--- src/common/rffc_pkg.sv ---
// Shared constants, register map and mode codes for the RF front-end control block.
package rffc_pkg;

	// ****************************************************************
	// Timing
	// ****************************************************************
	localparam int CLK_FREQ_MHZ = 200;
	localparam int LEAD_UNIT_US = 1;
	localparam int CYC_PER_US = LEAD_UNIT_US * CLK_FREQ_MHZ;
	localparam logic [8:0] LEAD_MIN_US = 9'h001;
	localparam logic [8:0] LEAD_MAX_US = 9'h154;

	// ****************************************************************
	// Register map (byte addresses) and reset values
	// ****************************************************************
	localparam logic [7:0] ADDR_AMP_ENABLE = 8'h00;
	localparam logic [7:0] ADDR_LEAD_TIME = 8'h04;
	localparam logic [7:0] ADDR_ANT_SELECT = 8'h08;
	localparam logic [7:0] ADDR_DIV_A_LEVEL = 8'h0c;
	localparam logic [7:0] ADDR_DIV_B_LEVEL = 8'h10;
	localparam logic [7:0] ADDR_WAIT_OFFSET = 8'h14;
	localparam logic [7:0] ADDR_CCA_THRESHOLD = 8'h18;
	localparam logic [7:0] ADDR_CCA_OFFSET = 8'h1c;
	localparam logic [7:0] ADDR_RSSI_OFFSET = 8'h20;
	localparam logic [7:0] ADDR_STATUS = 8'h24;
	localparam logic [7:0] ADDR_EFFECTIVE = 8'h28;
	localparam logic [7:0] ADDR_RX_LEVEL = 8'h2c;
	localparam logic [7:0] ADDR_REPORT = 8'h30;

	localparam logic [8:0] LEAD_RST = 9'h12c;
	localparam logic [8:0] CCA_THR_RST = 9'h1aa;
	localparam logic [4:0] OFFSET_RST = 5'h00;
	localparam logic [4:0] OFFSET_MAX = 5'h1f;
	localparam logic [9:0] RX_LEVEL_RST = 10'h3a6;
	localparam logic [7:0] WAIT_GAIN_BASE = 8'h28;

	// ****************************************************************
	// Field positions
	// ****************************************************************
	localparam int STAT_MODE_LSB = 8;
	localparam int STAT_CFG_LSB = 12;
	localparam int HI_FIELD_LSB = 16;

	localparam int PIN_DIV_A = 0;
	localparam int PIN_SW_A = 1;
	localparam int PIN_SW_B = 2;
	localparam int PIN_DIV_B = 3;
	localparam int PIN_AMP = 4;

	// ****************************************************************
	// Radio modes
	// ****************************************************************
	typedef enum logic [1:0] {
		MODE_RX = 2'b00,
		MODE_CCA = 2'b01,
		MODE_LEAD = 2'b10,
		MODE_TX = 2'b11
	} rffc_mode_t;

endpackage

--- src/rtl/rffc_offset_calc.sv ---
// Gain offset arithmetic for thresholds and receive waiting gain.
`timescale 1ns/1ps

module rffc_offset_calc #(
	parameter int TW = 10,
	parameter int OW = 5,
	parameter int GW = 8
) (
	input wire logic [8:0] cca_thr_i,
	input wire logic [OW-1:0] cca_off_i,
	input wire logic [TW-1:0] rx_base_i,
	input wire logic [OW-1:0] wait_off_i,
	input wire logic [GW-1:0] gain_base_i,
	output logic [TW-1:0] cca_eff_o,
	output logic [TW-1:0] rx_eff_o,
	output logic [GW-1:0] wait_gain_o
);

	// ****************************************************************
	// Parameter checks
	// ****************************************************************
	if (TW < 10 || OW >= TW || OW >= GW)
	begin : g_chk
		$error("rffc_offset_calc: widths too narrow");
	end

	// ****************************************************************
	// Sums
	// ****************************************************************
	// The sums do not saturate; the offsets are limited to 31 dB, so the
	// antenna threshold range of -256 to 255 dBm cannot wrap in 10 bits.
	assign cca_eff_o = {{(TW-9){cca_thr_i[8]}}, cca_thr_i} + {{(TW-OW){1'b0}}, cca_off_i};
	assign rx_eff_o = rx_base_i + {{(TW-OW){1'b0}}, wait_off_i};
	assign wait_gain_o = gain_base_i - {{(GW-OW){1'b0}}, wait_off_i};

endmodule

--- src/rtl/rffc_top.sv ---
// RF front-end pin control, CCA decision and LNA offset handling behind APB.
//
// The APB interface to the registers and the register addresses are this design's own decisions.
`timescale 1ns/1ps

// How it works
// - Amp enable pin high in transmit, low in receive when enable is 1.
// - Amp lead time accepts 1 to 340 us; other writes are refused.
// - Amp pin rises the lead time before the frame start pulse.
// - Select 0 gives switch A high in TX; select 1 inverts it.
// - Switch B drives the inverse of switch A; both stay undriven until select is written.
// - Diversity output A holds its written level in all modes.
// - Diversity output B holds its written level in all modes.
// - Internal CCA threshold is antenna threshold plus CCA offset.
// - Before transmit, measured power above threshold blocks the frame.
// - Received signals with RSSI below the level threshold are discarded.
// - Waiting gain offset lowers waiting gain and raises level threshold.
// - Reported RSSI and ED are reduced by the RSSI offset.
module rffc_top #(
	parameter int CYC_PER_US = rffc_pkg::CYC_PER_US
) (
	input wire logic clock_i,
	input wire logic rst_n_i,
	input wire logic [7:0] paddr_i,
	input wire logic psel_i,
	input wire logic penable_i,
	input wire logic pwrite_i,
	input wire logic [31:0] pwdata_i,
	output logic [31:0] prdata_o,
	output logic pready_o,
	output logic pslverr_o,
	input wire logic tx_req_i,
	input wire logic tx_done_i,
	input wire logic rssi_valid_i,
	input wire logic [9:0] rssi_i,
	output logic frame_start_o,
	output logic cca_busy_o,
	output logic cca_clear_o,
	output logic rx_accept_o,
	output logic rx_discard_o,
	output logic [9:0] rssi_report_o,
	output logic [9:0] ed_report_o,
	output logic [7:0] rx_wait_gain_o,
	input wire logic diversity_out_a_i,
	output logic diversity_out_a_o,
	output logic diversity_out_a_oe_n_o,
	input wire logic rf_switch_ctl_a_i,
	output logic rf_switch_ctl_a_o,
	output logic rf_switch_ctl_a_oe_n_o,
	input wire logic rf_switch_ctl_b_i,
	output logic rf_switch_ctl_b_o,
	output logic rf_switch_ctl_b_oe_n_o,
	input wire logic diversity_out_b_i,
	output logic diversity_out_b_o,
	output logic diversity_out_b_oe_n_o,
	input wire logic amp_enable_pin_i,
	output logic amp_enable_pin_o,
	output logic amp_enable_pin_oe_n_o
);

	if (CYC_PER_US < 1 || CYC_PER_US > 256)
	begin : g_chk
		$error("rffc_top: CYC_PER_US must be 1 to 256");
	end

	// ****************************************************************
	// State
	// ****************************************************************
	typedef struct packed {
		rffc_pkg::rffc_mode_t mode;
		logic amp_en;
		logic [8:0] lead;
		logic sel;
		logic sel_cfg;
		logic div_a;
		logic div_a_cfg;
		logic div_b;
		logic div_b_cfg;
		logic [4:0] wait_off;
		logic [8:0] cca_thr;
		logic [4:0] cca_off;
		logic [4:0] rssi_off;
		logic [9:0] rx_base;
		logic [7:0] sub_cnt;
		logic [8:0] us_cnt;
		logic [4:0] s1;
		logic [4:0] s2;
		logic [4:0] s3;
		logic [4:0] pin_lvl;
		logic [4:0] pin_out;
		logic [4:0] pin_oe_n;
		logic [31:0] prdata;
		logic pready;
		logic pslverr;
		logic frame_start;
		logic cca_busy;
		logic cca_clear;
		logic rx_accept;
		logic rx_discard;
		logic [9:0] rssi_rep;
		logic [9:0] ed_rep;
		logic [7:0] wait_gain;
		logic [9:0] cca_eff;
		logic [9:0] rx_eff;
	} rffc_state_t;

	rffc_state_t st_r;
	rffc_state_t st_nxt;
	logic [9:0] cca_eff_w;
	logic [9:0] rx_eff_w;
	logic [7:0] wait_gain_w;
	logic [9:0] rssi_adj;
	logic tx_phase;

	rffc_offset_calc #(
		.TW(10),
		.OW(5),
		.GW(8)
	) u_calc (
		.cca_thr_i(st_r.cca_thr),
		.cca_off_i(st_r.cca_off),
		.rx_base_i(st_r.rx_base),
		.wait_off_i(st_r.wait_off),
		.gain_base_i(rffc_pkg::WAIT_GAIN_BASE),
		.cca_eff_o(cca_eff_w),
		.rx_eff_o(rx_eff_w),
		.wait_gain_o(wait_gain_w)
	);

	assign rssi_adj = rssi_i - {5'h00, st_r.rssi_off};
	assign tx_phase = (st_r.mode == rffc_pkg::MODE_LEAD) || (st_r.mode == rffc_pkg::MODE_TX);

	// ****************************************************************
	// Next state
	// ****************************************************************
	always_comb
	begin
		logic setup;
		logic access;
		logic known;
		logic wr_ok;
		logic n_tx;
		logic [31:0] rdata;
		setup = psel_i && !penable_i;
		access = psel_i && penable_i && st_r.pready;
		known = 1'b1;
		wr_ok = 1'b0;
		n_tx = 1'b0;
		rdata = 32'h0000_0000;
		st_nxt = st_r;
		st_nxt.frame_start = 1'b0;
		st_nxt.cca_busy = 1'b0;
		st_nxt.cca_clear = 1'b0;
		st_nxt.rx_accept = 1'b0;
		st_nxt.rx_discard = 1'b0;
		st_nxt.cca_eff = cca_eff_w;
		st_nxt.rx_eff = rx_eff_w;
		st_nxt.wait_gain = wait_gain_w;

		// Pin levels: a change counts once the second and third stages agree.
		st_nxt.s1 = {amp_enable_pin_i, diversity_out_b_i, rf_switch_ctl_b_i,
			rf_switch_ctl_a_i, diversity_out_a_i};
		st_nxt.s2 = st_r.s1;
		st_nxt.s3 = st_r.s2;
		st_nxt.pin_lvl = (st_r.s2 & ~(st_r.s2 ^ st_r.s3)) | (st_r.pin_lvl & (st_r.s2 ^ st_r.s3));

		// Register decode, shared by setup (answer) and access (commit).
		unique case (paddr_i)
			rffc_pkg::ADDR_AMP_ENABLE:
			begin
				rdata[0] = st_r.amp_en;
				wr_ok = pwdata_i[31:1] == 31'h0;
			end
			rffc_pkg::ADDR_LEAD_TIME:
			begin
				rdata[8:0] = st_r.lead;
				wr_ok = pwdata_i[31:9] == 23'h0 && pwdata_i[8:0] >= rffc_pkg::LEAD_MIN_US
					&& pwdata_i[8:0] <= rffc_pkg::LEAD_MAX_US;
			end
			rffc_pkg::ADDR_ANT_SELECT:
			begin
				rdata[0] = st_r.sel;
				wr_ok = pwdata_i[31:1] == 31'h0;
			end
			rffc_pkg::ADDR_DIV_A_LEVEL:
			begin
				rdata[0] = st_r.div_a;
				wr_ok = pwdata_i[31:1] == 31'h0;
			end
			rffc_pkg::ADDR_DIV_B_LEVEL:
			begin
				rdata[0] = st_r.div_b;
				wr_ok = pwdata_i[31:1] == 31'h0;
			end
			rffc_pkg::ADDR_WAIT_OFFSET:
			begin
				rdata[4:0] = st_r.wait_off;
				wr_ok = pwdata_i[31:5] == 27'h0;
			end
			rffc_pkg::ADDR_CCA_THRESHOLD:
			begin
				rdata[8:0] = st_r.cca_thr;
				wr_ok = pwdata_i[31:9] == 23'h0;
			end
			rffc_pkg::ADDR_CCA_OFFSET:
			begin
				rdata[4:0] = st_r.cca_off;
				wr_ok = pwdata_i[31:5] == 27'h0;
			end
			rffc_pkg::ADDR_RSSI_OFFSET:
			begin
				rdata[4:0] = st_r.rssi_off;
				wr_ok = pwdata_i[31:5] == 27'h0;
			end
			rffc_pkg::ADDR_RX_LEVEL:
			begin
				rdata[9:0] = st_r.rx_base;
				wr_ok = pwdata_i[31:10] == 22'h0;
			end
			rffc_pkg::ADDR_STATUS:
			begin
				rdata[4:0] = st_r.pin_lvl;
				rdata[rffc_pkg::STAT_MODE_LSB +: 2] = st_r.mode;
				rdata[rffc_pkg::STAT_CFG_LSB +: 4] = {st_r.div_b_cfg, st_r.div_a_cfg,
					st_r.sel_cfg, st_r.amp_en};
			end
			rffc_pkg::ADDR_EFFECTIVE:
			begin
				rdata[9:0] = st_r.cca_eff;
				rdata[rffc_pkg::HI_FIELD_LSB +: 10] = st_r.rx_eff;
			end
			rffc_pkg::ADDR_REPORT:
			begin
				rdata[9:0] = st_r.rssi_rep;
				rdata[rffc_pkg::HI_FIELD_LSB +: 10] = st_r.ed_rep;
			end
			default:
			begin
				known = 1'b0;
			end
		endcase

		st_nxt.pready = setup;
		if (setup)
		begin
			st_nxt.pslverr = !known || (pwrite_i && !wr_ok);
			st_nxt.prdata = pwrite_i ? 32'h0000_0000 : rdata;
		end
		if (access && pwrite_i && wr_ok)
		begin
			unique case (paddr_i)
				rffc_pkg::ADDR_AMP_ENABLE: st_nxt.amp_en = pwdata_i[0];
				rffc_pkg::ADDR_LEAD_TIME: st_nxt.lead = pwdata_i[8:0];
				rffc_pkg::ADDR_ANT_SELECT:
				begin
					st_nxt.sel = pwdata_i[0];
					st_nxt.sel_cfg = 1'b1;
				end
				rffc_pkg::ADDR_DIV_A_LEVEL:
				begin
					st_nxt.div_a = pwdata_i[0];
					st_nxt.div_a_cfg = 1'b1;
				end
				rffc_pkg::ADDR_DIV_B_LEVEL:
				begin
					st_nxt.div_b = pwdata_i[0];
					st_nxt.div_b_cfg = 1'b1;
				end
				rffc_pkg::ADDR_WAIT_OFFSET: st_nxt.wait_off = pwdata_i[4:0];
				rffc_pkg::ADDR_CCA_THRESHOLD: st_nxt.cca_thr = pwdata_i[8:0];
				rffc_pkg::ADDR_CCA_OFFSET: st_nxt.cca_off = pwdata_i[4:0];
				rffc_pkg::ADDR_RSSI_OFFSET: st_nxt.rssi_off = pwdata_i[4:0];
				rffc_pkg::ADDR_RX_LEVEL: st_nxt.rx_base = pwdata_i[9:0];
				default: st_nxt.rx_base = st_r.rx_base;
			endcase
		end

		// Radio sequence.
		unique case (st_r.mode)
			rffc_pkg::MODE_RX:
			begin
				if (rssi_valid_i)
				begin
					st_nxt.rssi_rep = rssi_adj;
					st_nxt.rx_discard = $signed(rssi_i) < $signed(st_r.rx_eff);
					st_nxt.rx_accept = !($signed(rssi_i) < $signed(st_r.rx_eff));
				end
				if (tx_req_i)
				begin
					st_nxt.mode = rffc_pkg::MODE_CCA;
				end
			end
			rffc_pkg::MODE_CCA:
			begin
				if (rssi_valid_i)
				begin
					st_nxt.ed_rep = rssi_adj;
					if ($signed(rssi_i) > $signed(st_r.cca_eff))
					begin
						st_nxt.cca_busy = 1'b1;
						st_nxt.mode = rffc_pkg::MODE_RX;
					end
					else
					begin
						st_nxt.cca_clear = 1'b1;
						if (st_r.amp_en)
						begin
							st_nxt.mode = rffc_pkg::MODE_LEAD;
							st_nxt.us_cnt = st_r.lead;
							st_nxt.sub_cnt = 8'(CYC_PER_US - 1);
						end
						else
						begin
							n_tx = 1'b1;
						end
					end
				end
			end
			rffc_pkg::MODE_LEAD:
			begin
				// Amp is on for lead * CYC_PER_US cycles before the frame starts.
				if (st_r.sub_cnt == 8'h00)
				begin
					st_nxt.sub_cnt = 8'(CYC_PER_US - 1);
					st_nxt.us_cnt = st_r.us_cnt - 9'h001;
					n_tx = st_r.us_cnt == 9'h001;
				end
				else
				begin
					st_nxt.sub_cnt = st_r.sub_cnt - 8'h01;
				end
			end
			rffc_pkg::MODE_TX:
			begin
				if (tx_done_i)
				begin
					st_nxt.mode = rffc_pkg::MODE_RX;
				end
			end
		endcase
		if (n_tx)
		begin
			st_nxt.mode = rffc_pkg::MODE_TX;
			st_nxt.frame_start = 1'b1;
		end

		// Pins follow the next mode so that they stand with the mode itself.
		n_tx = (st_nxt.mode == rffc_pkg::MODE_LEAD) || (st_nxt.mode == rffc_pkg::MODE_TX);
		st_nxt.pin_out[rffc_pkg::PIN_AMP] = n_tx;
		st_nxt.pin_oe_n[rffc_pkg::PIN_AMP] = !st_nxt.amp_en;
		st_nxt.pin_out[rffc_pkg::PIN_SW_A] = n_tx ^ st_nxt.sel;
		st_nxt.pin_out[rffc_pkg::PIN_SW_B] = !(n_tx ^ st_nxt.sel);
		st_nxt.pin_oe_n[rffc_pkg::PIN_SW_A] = !st_nxt.sel_cfg;
		st_nxt.pin_oe_n[rffc_pkg::PIN_SW_B] = !st_nxt.sel_cfg;
		st_nxt.pin_out[rffc_pkg::PIN_DIV_A] = st_nxt.div_a;
		st_nxt.pin_oe_n[rffc_pkg::PIN_DIV_A] = !st_nxt.div_a_cfg;
		st_nxt.pin_out[rffc_pkg::PIN_DIV_B] = st_nxt.div_b;
		st_nxt.pin_oe_n[rffc_pkg::PIN_DIV_B] = !st_nxt.div_b_cfg;
	end

	always_ff @(posedge clock_i or negedge rst_n_i)
	begin
		if (!rst_n_i)
		begin
			st_r <= '0;
			st_r.lead <= rffc_pkg::LEAD_RST;
			st_r.cca_thr <= rffc_pkg::CCA_THR_RST;
			st_r.rx_base <= rffc_pkg::RX_LEVEL_RST;
			st_r.cca_eff <= {rffc_pkg::CCA_THR_RST[8], rffc_pkg::CCA_THR_RST};
			st_r.rx_eff <= rffc_pkg::RX_LEVEL_RST;
			st_r.wait_gain <= rffc_pkg::WAIT_GAIN_BASE;
			st_r.pin_oe_n <= 5'h1f;
			st_r.wait_off <= rffc_pkg::OFFSET_RST;
		end
		else
		begin
			st_r <= st_nxt;
		end
	end

	// ****************************************************************
	// Outputs
	// ****************************************************************
	assign prdata_o = st_r.prdata;
	assign pready_o = st_r.pready;
	assign pslverr_o = st_r.pslverr;
	assign frame_start_o = st_r.frame_start;
	assign cca_busy_o = st_r.cca_busy;
	assign cca_clear_o = st_r.cca_clear;
	assign rx_accept_o = st_r.rx_accept;
	assign rx_discard_o = st_r.rx_discard;
	assign rssi_report_o = st_r.rssi_rep;
	assign ed_report_o = st_r.ed_rep;
	assign rx_wait_gain_o = st_r.wait_gain;
	assign diversity_out_a_o = st_r.pin_out[rffc_pkg::PIN_DIV_A];
	assign diversity_out_a_oe_n_o = st_r.pin_oe_n[rffc_pkg::PIN_DIV_A];
	assign rf_switch_ctl_a_o = st_r.pin_out[rffc_pkg::PIN_SW_A];
	assign rf_switch_ctl_a_oe_n_o = st_r.pin_oe_n[rffc_pkg::PIN_SW_A];
	assign rf_switch_ctl_b_o = st_r.pin_out[rffc_pkg::PIN_SW_B];
	assign rf_switch_ctl_b_oe_n_o = st_r.pin_oe_n[rffc_pkg::PIN_SW_B];
	assign diversity_out_b_o = st_r.pin_out[rffc_pkg::PIN_DIV_B];
	assign diversity_out_b_oe_n_o = st_r.pin_oe_n[rffc_pkg::PIN_DIV_B];
	assign amp_enable_pin_o = st_r.pin_out[rffc_pkg::PIN_AMP];
	assign amp_enable_pin_oe_n_o = st_r.pin_oe_n[rffc_pkg::PIN_AMP];

	// ****************************************************************
	// Assertions
	// ****************************************************************
	logic [16:0] lead_cyc;
	always_ff @(posedge clock_i or negedge rst_n_i)
	begin
		if (!rst_n_i)
			lead_cyc <= 17'h00000;
		else if (st_r.mode == rffc_pkg::MODE_LEAD)
			lead_cyc <= lead_cyc + 17'h00001;
		else if (st_r.mode == rffc_pkg::MODE_RX)
			lead_cyc <= 17'h00000;
	end
endmodule

--- config.mk ---
export PLATFORM = sky130hd
export DESIGN_NAME = rffc_top
export DESIGN_NICKNAME = d
export VERILOG_FILES = /design/src/common/rffc_pkg.sv /design/src/rtl/rffc_offset_calc.sv /design/src/rtl/rffc_top.sv
export SDC_FILE = /design/constraint.sdc
export NUM_CORES = 1
export LEC_CHECK = 0
export ABC_AREA = 1
export CAP_MARGIN = 20
export CORE_MARGIN = 5
export CORE_UTILIZATION = 40
export DETAILED_ROUTE_END_ITERATION = 10
export DONT_BUFFER_PORTS = 1
export SKIP_CTS_REPAIR_TIMING = 1
export SYNTH_ARGS = -nofsm -noshare
export SYNTH_HDL_FRONTEND = slang
export SYNTH_SLANG_ARGS = --single-unit
--- constraint.sdc ---
create_clock -name clock_i -period 4.51 [get_ports clock_i]
set_input_delay 0.451 -clock clock_i [delete_from_list [all_inputs] [get_ports clock_i]]
set_output_delay 0.451 -clock clock_i [all_outputs]
set_load 0.005 [all_outputs]
==> results of run 1 <==
## registers in the layout (all words and copies together), names as in the netlist, 6 cells and up, named ones only
name / flops
rx_wait_gain_o: 6
rssi_report_o: 10
st_nxt: 10
prdata_o: 24
ed_report_o: 10
st_r: 92
## metrics by stage
| step | total power [uW] | area, um^2 | util | worst slack, ns |
|---|---|---|---|---|
| 4_1_cts | 4090 | 9950 | 0.425 | 1.85 |
| 3_3_place_gp | 2570 | 9360 | 0.400 | 1.88 |
| 5_1_grt | 4310 | 9980 | 0.426 | 1.57 |
| 3_5_place_dp | 2590 | 9360 | 0.400 | 1.86 |
| 2_1_floorplan | 2510 | 9510 | - | 2.29 |
| 6_report | 4090 | 9980 | 0.426 | 1.86 |
## critical path, stage by stage, from the launching register on
cell	delay (ns)
dfstp_2	0.51
inv_1	0.05
ha_1	0.30
nand2_1	0.08
nor2_1	0.16
nand3_1	0.12
nand3_1	0.10
nand2_1	0.05
nand2_1	0.12
nand2_1	0.11
o21ai_2	0.30
inv_1	0.25
nand2_2	0.27
o21ai_0	0.12
## power by group
group | internal [uW] | switching (uW) | total (uW)
Clock | 844 | 657 | 1500
Combinational | 233 | 461 | 694
Sequential | 1720 | 175 | 1900
## layout make-up
class | count | share of cell area
sequential | 173 | 0.438
multi-input combinational | 707 | 0.407
inverter | 137 | 0.0523
clock buffer | 19 | 0.0444
tap | 319 | 0.0400
clock inverter | 13 | 0.0152
timing repair buffer | 2 | 0.00351
## cells by family after synthesis
| kind of cell | after synthesis | synth area share |
|---|---|---|
| AOI/OAI and AO/OA | 207 | 0.130 |
| xor gates and xnor gates | 32 | 0.0296 |
| adders and majority gates | 51 | 0.0684 |
| buffers and inverters | 216 | 0.114 |
| DFF | 173 | 0.461 |
| muxes | 2 | 0.00211 |
| other | 1 | 0.000396 |
| and+or+nand+nor | 405 | 0.194 |
## cells in the final DEF (no fill, tap or decap), types with 10 or more instances in the layout
| master | instances |
|---|---|
| nor3_1 | 10 |
| clkbuf_16 | 17 |
| dfrtp_1 | 140 |
| o21ai_0 | 98 |
| conb_1 | 10 |
| nor2_1 | 77 |
| nand3_1 | 34 |
| o21ai_1 | 11 |
| ha_1 | 43 |
| inv_1 | 127 |
| a22o_1 | 17 |
| xor2_1 | 26 |
| dfstp_2 | 33 |
| o21ai_2 | 10 |
| o22ai_1 | 11 |
| nand2_1 | 240 |
| a21oi_1 | 34 |
## per-layer routing
metal / part of all wire / vias up / global-route usage
met3: 0.067 / 32 / 0.0422
met4: 0.018 / 0 / 0.0602
met5: 0 / - / 0
li1: - / 3371 / -
met1: 0.46 / 3226 / 0.243
met2: 0.46 / 194 / 0.278
## final timing paths
| path | startpoint | endpoint |
|---|---|---|
| max | st_r[19] | st_r[125] |
| min | rf_switch_ctl_b_i | st_nxt[109] |
| max reg2reg | st_r[19] | st_r[125] |
| min reg2reg | st_nxt[107] | st_nxt[102] |
| max in group asynchronous | rst_n_i | st_r[6] |
| min in group asynchronous | rst_n_i | st_nxt[109] |
==> reports/metrics.cfg, run 1 <==
[timing]
timing.hold.ws_ns=0.0408
hold_violations=0
tightest_slew_ns=0.962
setup_viol=0
fin_tns_setup_ns=0
drv_slew=0
rsz0062_at_grt=no
fmax_mhz=377
relSlewSlack=0.356
fin_skew_ns=0.00930
period_share=0.589
period_minus_slack_ns=2.65

[routing]
ant_nets=0
drt_pass1_iterations=5
viasPerCell=4.98
drc_errors=0
drtIter0Drc=548
vias=6823
routed_wl_um=23700
wire_per_inst_um=17.3

[critical_path]
worstPathMaxFanout=15
rrSetupSlack_ns=1.86
cp.required_ns=4.82
cp.arrival_ns=2.96
critical_path_class=reg -> reg
r2r_cells=13
crit_path_end_kind=flop
cp-start-kind=flop

[clocking]
cts_tree=done
path_clk_slew_ns=0.07
htree_levels=4
insertion_delay_ns=0.43
cts.sinks=173
clock-root-buffer=clkbuf_16
numCtsBuffers=17
max-clock-path-buffers=2

[die]
fp.dieArea_um2=26900
ios=140
die_h_um=164
die_w_um=164
rows=56
start_util=0.405
core_um2=23400

[logic_synthesis]
yosysUniqueCellTypes=53
synth-edff-count=0
ys_seq_area_frac=0.461
netlist.area_leader.share=0.370
ys.flop_type=dfrtp_1
yosysMostFrequentCell=nand2_1
synth-seq-cells=173
ys_top_cells_by_area=dfrtp_1, nand2_1, dfstp_2, ha_1, o21ai_0
yosysTopAreaCell=dfrtp_1
yosysWarningCount=0
synth_common_cells=nand2_1, dfrtp_1, inv_1, o21ai_0, nor2_1
synth_area_um2=9480
avgSynthCellArea_um2=8.72
synthCells=1087
async_reset_ff_frac=1.00

[power]
power_density_nw_per_um2=410
p_leak_uw=0.00483
peakVddDrop_mv=0.212

[place]
io_buffers=0
dpl.hpwl_um=18100
gp_congestion=0.887
dp_cells=1337

[min_path]
hold_class=in -> reg
worstHoldPathCells=0

[cells_and_area]
num-fill-cells=2365
drive_gt1_frac=0.108
multi_input_area_um2=4060
n_antenna_cell=0
final-seq-area_um2=4370
nets=1147
syn_to_final_growth_pct=5.29
fin_cells=1370

[global_route]
grt_pass1_wl_um=37000
antenna_found_initial=0
grt_max_degree=174
grt_pass1_vias=6739
grt-ovfl-total=0
track_usage=0.178

[run_status]
status=complete, no violations

[run]
max_cap_viol_count=0

No activity file was read; power rests on OpenSTA's default activity.
==> run 2: changes to the inputs <==
Settings changed: ABC_AREA 1 to 0.
Clock period 4.51 ns to 2.2 ns, I/O delays scaled along.
==> run 2 against run 1 <==
The flow now finishes with violations (negative hold slack, negative setup slack). Count of clock-buffer cells in the layout stayed put. Critical endpoint is now st_r[126]. First-iteration DRC count is 8.4% higher. Sequential power increased by 110%. Largest power group unchanged.
==> reports/metrics.cfg, run 2 <==
[timing]
timing.hold.ws_ns=-0.504  ; -0.545 ns
relSlewSlack=0.560  ; +0.204
period_minus_slack_ns=2.33  ; -0.319 ns
setup_viol=19  ; +19
period_share=1.06  ; +0.473
drv_slew=0  ; unchanged
fmax_mhz=428  ; +14%
hold_violations=173  ; +173
setup_slack_ns=-0.135  ; -1.99 ns
fin_skew_ns=0.0116  ; +0.00230 ns
rsz0062_at_grt=yes
tightest_slew_ns=0.660  ; -0.302 ns

[logic_synthesis]
synth_compound_area_frac=0.149  ; +0.0184
avgSynthCellArea_um2=10.3  ; +18%
synth-edff-count=0  ; unchanged
ys.flop_type=dfrtp_1
muxShareOfSynthArea=0.0533  ; +0.0512
ys_top_cells_by_area=dfrtp_1, dfstp_2, ha_1, buf_4, mux2_2
synth_xor_area_frac=0.0271  ; -0.00244
ys_seq_area_frac=0.484  ; +0.0225
async_reset_ff_frac=1.00  ; unchanged
yosysWarningCount=0  ; unchanged
synth_common_cells=dfrtp_1, nand2_1, o21ai_0, inv_1, buf_4
yosys.area_share.simple=0.127  ; -0.0674
synthAdderAreaFrac=0.0717  ; +0.00333
synthCells=876  ; -19%
yosysMostFrequentCell=dfrtp_1
synth_area_um2=9040  ; -4.6%
yosysTopAreaCell=dfrtp_1
synth-seq-cells=173  ; unchanged
netlist.area_leader.share=0.388  ; +0.0180
yosysUniqueCellTypes=68  ; +28%
synth_top_family_by_area=compound AO/OA/AOI/OAI gates

[global_route]
grt_pass1_wl_um=38200  ; +3.2%
grt_util_met3=0.0642  ; +0.0220
met2_usage=0.298  ; +0.0200
grt_pass1_vias=6607  ; -2.0%
grt.busiest_layer=met2
grt-ovfl-total=0  ; unchanged
met1_usage=0.253  ; +0.0101
antenna_found_initial=1  ; +1
track_usage=0.191  ; +0.0129
grt_max_degree=174  ; unchanged

[power]
p_sw_frac=0.314  ; -0.00216
p_leak_uw=0.00467  ; -3.3%
p_int_uw=5750  ; +110%
power_density_nw_per_um2=790  ; +93%
peakVddDrop_mv=0.461  ; +120%
switchingPower_uw=2630  ; +100%
clkPwrFrac=0.358  ; -0.009
seq_power_share=0.471  ; +0.007
power_frac_comb=0.171  ; about the same

[critical_path]
cpMaxStageDelayCell=dfstp_2
crit_path_end_kind=flop
path_buf_inv=4  ; +2
cp.required_ns=2.52  ; -2.30 ns
cp_top_family=flip-flops
critical_path_class=reg -> reg
cpPeakStageDelay_ns=0.54  ; +0.03 ns
crit_chain=inv_2 -> ha_4 -> nand4_1 -> buf_4 -> o32ai_2 -> buf_4 -> a32oi_4 -> buf_6 -> nand2b_4 -> nand3_4 -> mux2_4
crit_top_cell=buf_4
worstPathMaxFanout=6  ; -9
cp-start-kind=flop
cp.arrival_ns=2.65  ; -0.31 ns

[cells_and_area]
design_area_um2=10600  ; +6.3%
num-fill-cells=2063  ; -13%
largest_register_ff_count=92  ; unchanged
syn_to_final_growth_pct=17.4
fin_cells=1203  ; -12%
multi_input_area_um2=4280  ; +5.4%
nets=1013  ; -12%
most-common-layout-cells=dfrtp_1, nand2_1, inv_1, buf_4, o21ai_0
layout_commonest_cell=dfrtp_1
final-seq-area_um2=4370  ; about the same
regMostFlops=st_r
drive_gt1_frac=0.263  ; +0.154

[routing]
drtIter0Drc=594  ; +8.4%
vias=6578  ; -3.6%
viasPerCell=5.47  ; +9.8%
wire_per_inst_um=21.0  ; +22%
drc_errors=0  ; unchanged
ant_nets=0  ; unchanged
drt_pass1_iterations=6  ; +1
routed_wl_um=25300  ; +7.0%

[min_path]
hold_class=in -> async

[clocking]
cts.sinks=173  ; unchanged
max-clock-path-buffers=2  ; unchanged
numCtsBuffers=17  ; unchanged
clock-root-buffer=clkbuf_16
htree_levels=4  ; unchanged
cts_tree=done
path_clk_slew_ns=0.07  ; about the same
insertion_delay_ns=0.43  ; about the same

[run]
max_cap_viol_count=0  ; unchanged

[die]
start_util=0.403  ; -0.00215
die_w_um=160  ; -2.2%
ios=140  ; unchanged
core_um2=22400  ; -4.1%
rows=55  ; -1.8%
fp.dieArea_um2=25700  ; -4.4%
die_h_um=160  ; -2.2%

[place]
gp_congestion=0.861  ; -2.9%
dpl.hpwl_um=18100  ; +0.30%
dp_cells=1146  ; -14%
place_area_um2=9500  ; +1.5%
io_buffers=0  ; unchanged

[run_status]
status=finished with violations
violations=negative hold slack, negative setup slack

run 2: changes by cell type after synthesis, sizes merged, moves of 13 or more:
cell   before  now
a22oi       0   22
a22o       17    4
xor2       26   12
mux2        0   41
o21ai     119   71
nor2       86   56
nand2     254   85
inv       135   64
nand3      37   17
nor4        0   13
run 2: layout make-up:
cell class | instances | share of cell area
flip-flops and latches | 173 | 0.412
multi-input cells | 561 | 0.403
diodes | 1 | 0.000236
repair buffers | 86 | 0.0727
well taps | 285 | 0.0336
clock inverters | 13 | 0.0143
clock buffers | 19 | 0.0408
inverters | 65 | 0.0230
run 2: final timing paths:
path / start / to / slack (ns) / cells past startpoint
max: st_r[13] / st_r[126] / -0.13 / 11
min: rst_n_i / amp_enable_pin_o / -0.50 / 0
max reg2reg: st_r[13] / st_r[126] / -0.13 / 11
min reg2reg: st_nxt[111] / st_nxt[106] / 0.35 / 0
max in group asynchronous: rst_n_i / st_r[15] / 2.29 / 0
min in group clock_i: psel_i / pready_o / 0.01 / 2
run 2: cell families after synthesis:
kind of cell / Yosys count
AOI/OAI and AO/OA: 197
buffers and inverters: 151
and+or+nand+nor: 232
muxes: 43
other: 1
DFF: 173
adders and majority gates: 51
xor gates and xnor gates: 28
run 2: per-stage QoR:
step	utilization	setup WS (ns)	TNS (ns)	total power, uW
2_1_floorplan	-	-0.260	-6.60	4950
3_3_place_gp	0.423	-0.286	-13.43	5180
3_5_place_dp	0.423	-0.316	-15.71	5210
4_1_cts	0.449	-0.334	-5.43	8210
5_1_grt	0.473	-0.228	-3.45	8800
6_report	0.473	-0.135	-1.41	8380
run 2: power groups by stage:
| stage | sequential (uW) | clock [uW] | combinational, uW |
|---|---|---|---|
| after floorplan | 3800 | 0 | 1140 |
| after global placement | 4000 | 0 | 1180 |
| after detailed placement | 4000 | 0 | 1210 |
| after CTS | 3950 | 3050 | 1210 |
| after global routing | 4000 | 3200 | 1600 |
| final | 3950 | 3000 | 1430 |
run 2: per-layer routing:
metal,wire [um],part of all wire,vias up
li1,-,-,3088
met1,11000,0.44,3218
met2,11900,0.47,240
met3,1880,0.074,32
met4,505,0.020,0
met5,0,0,-
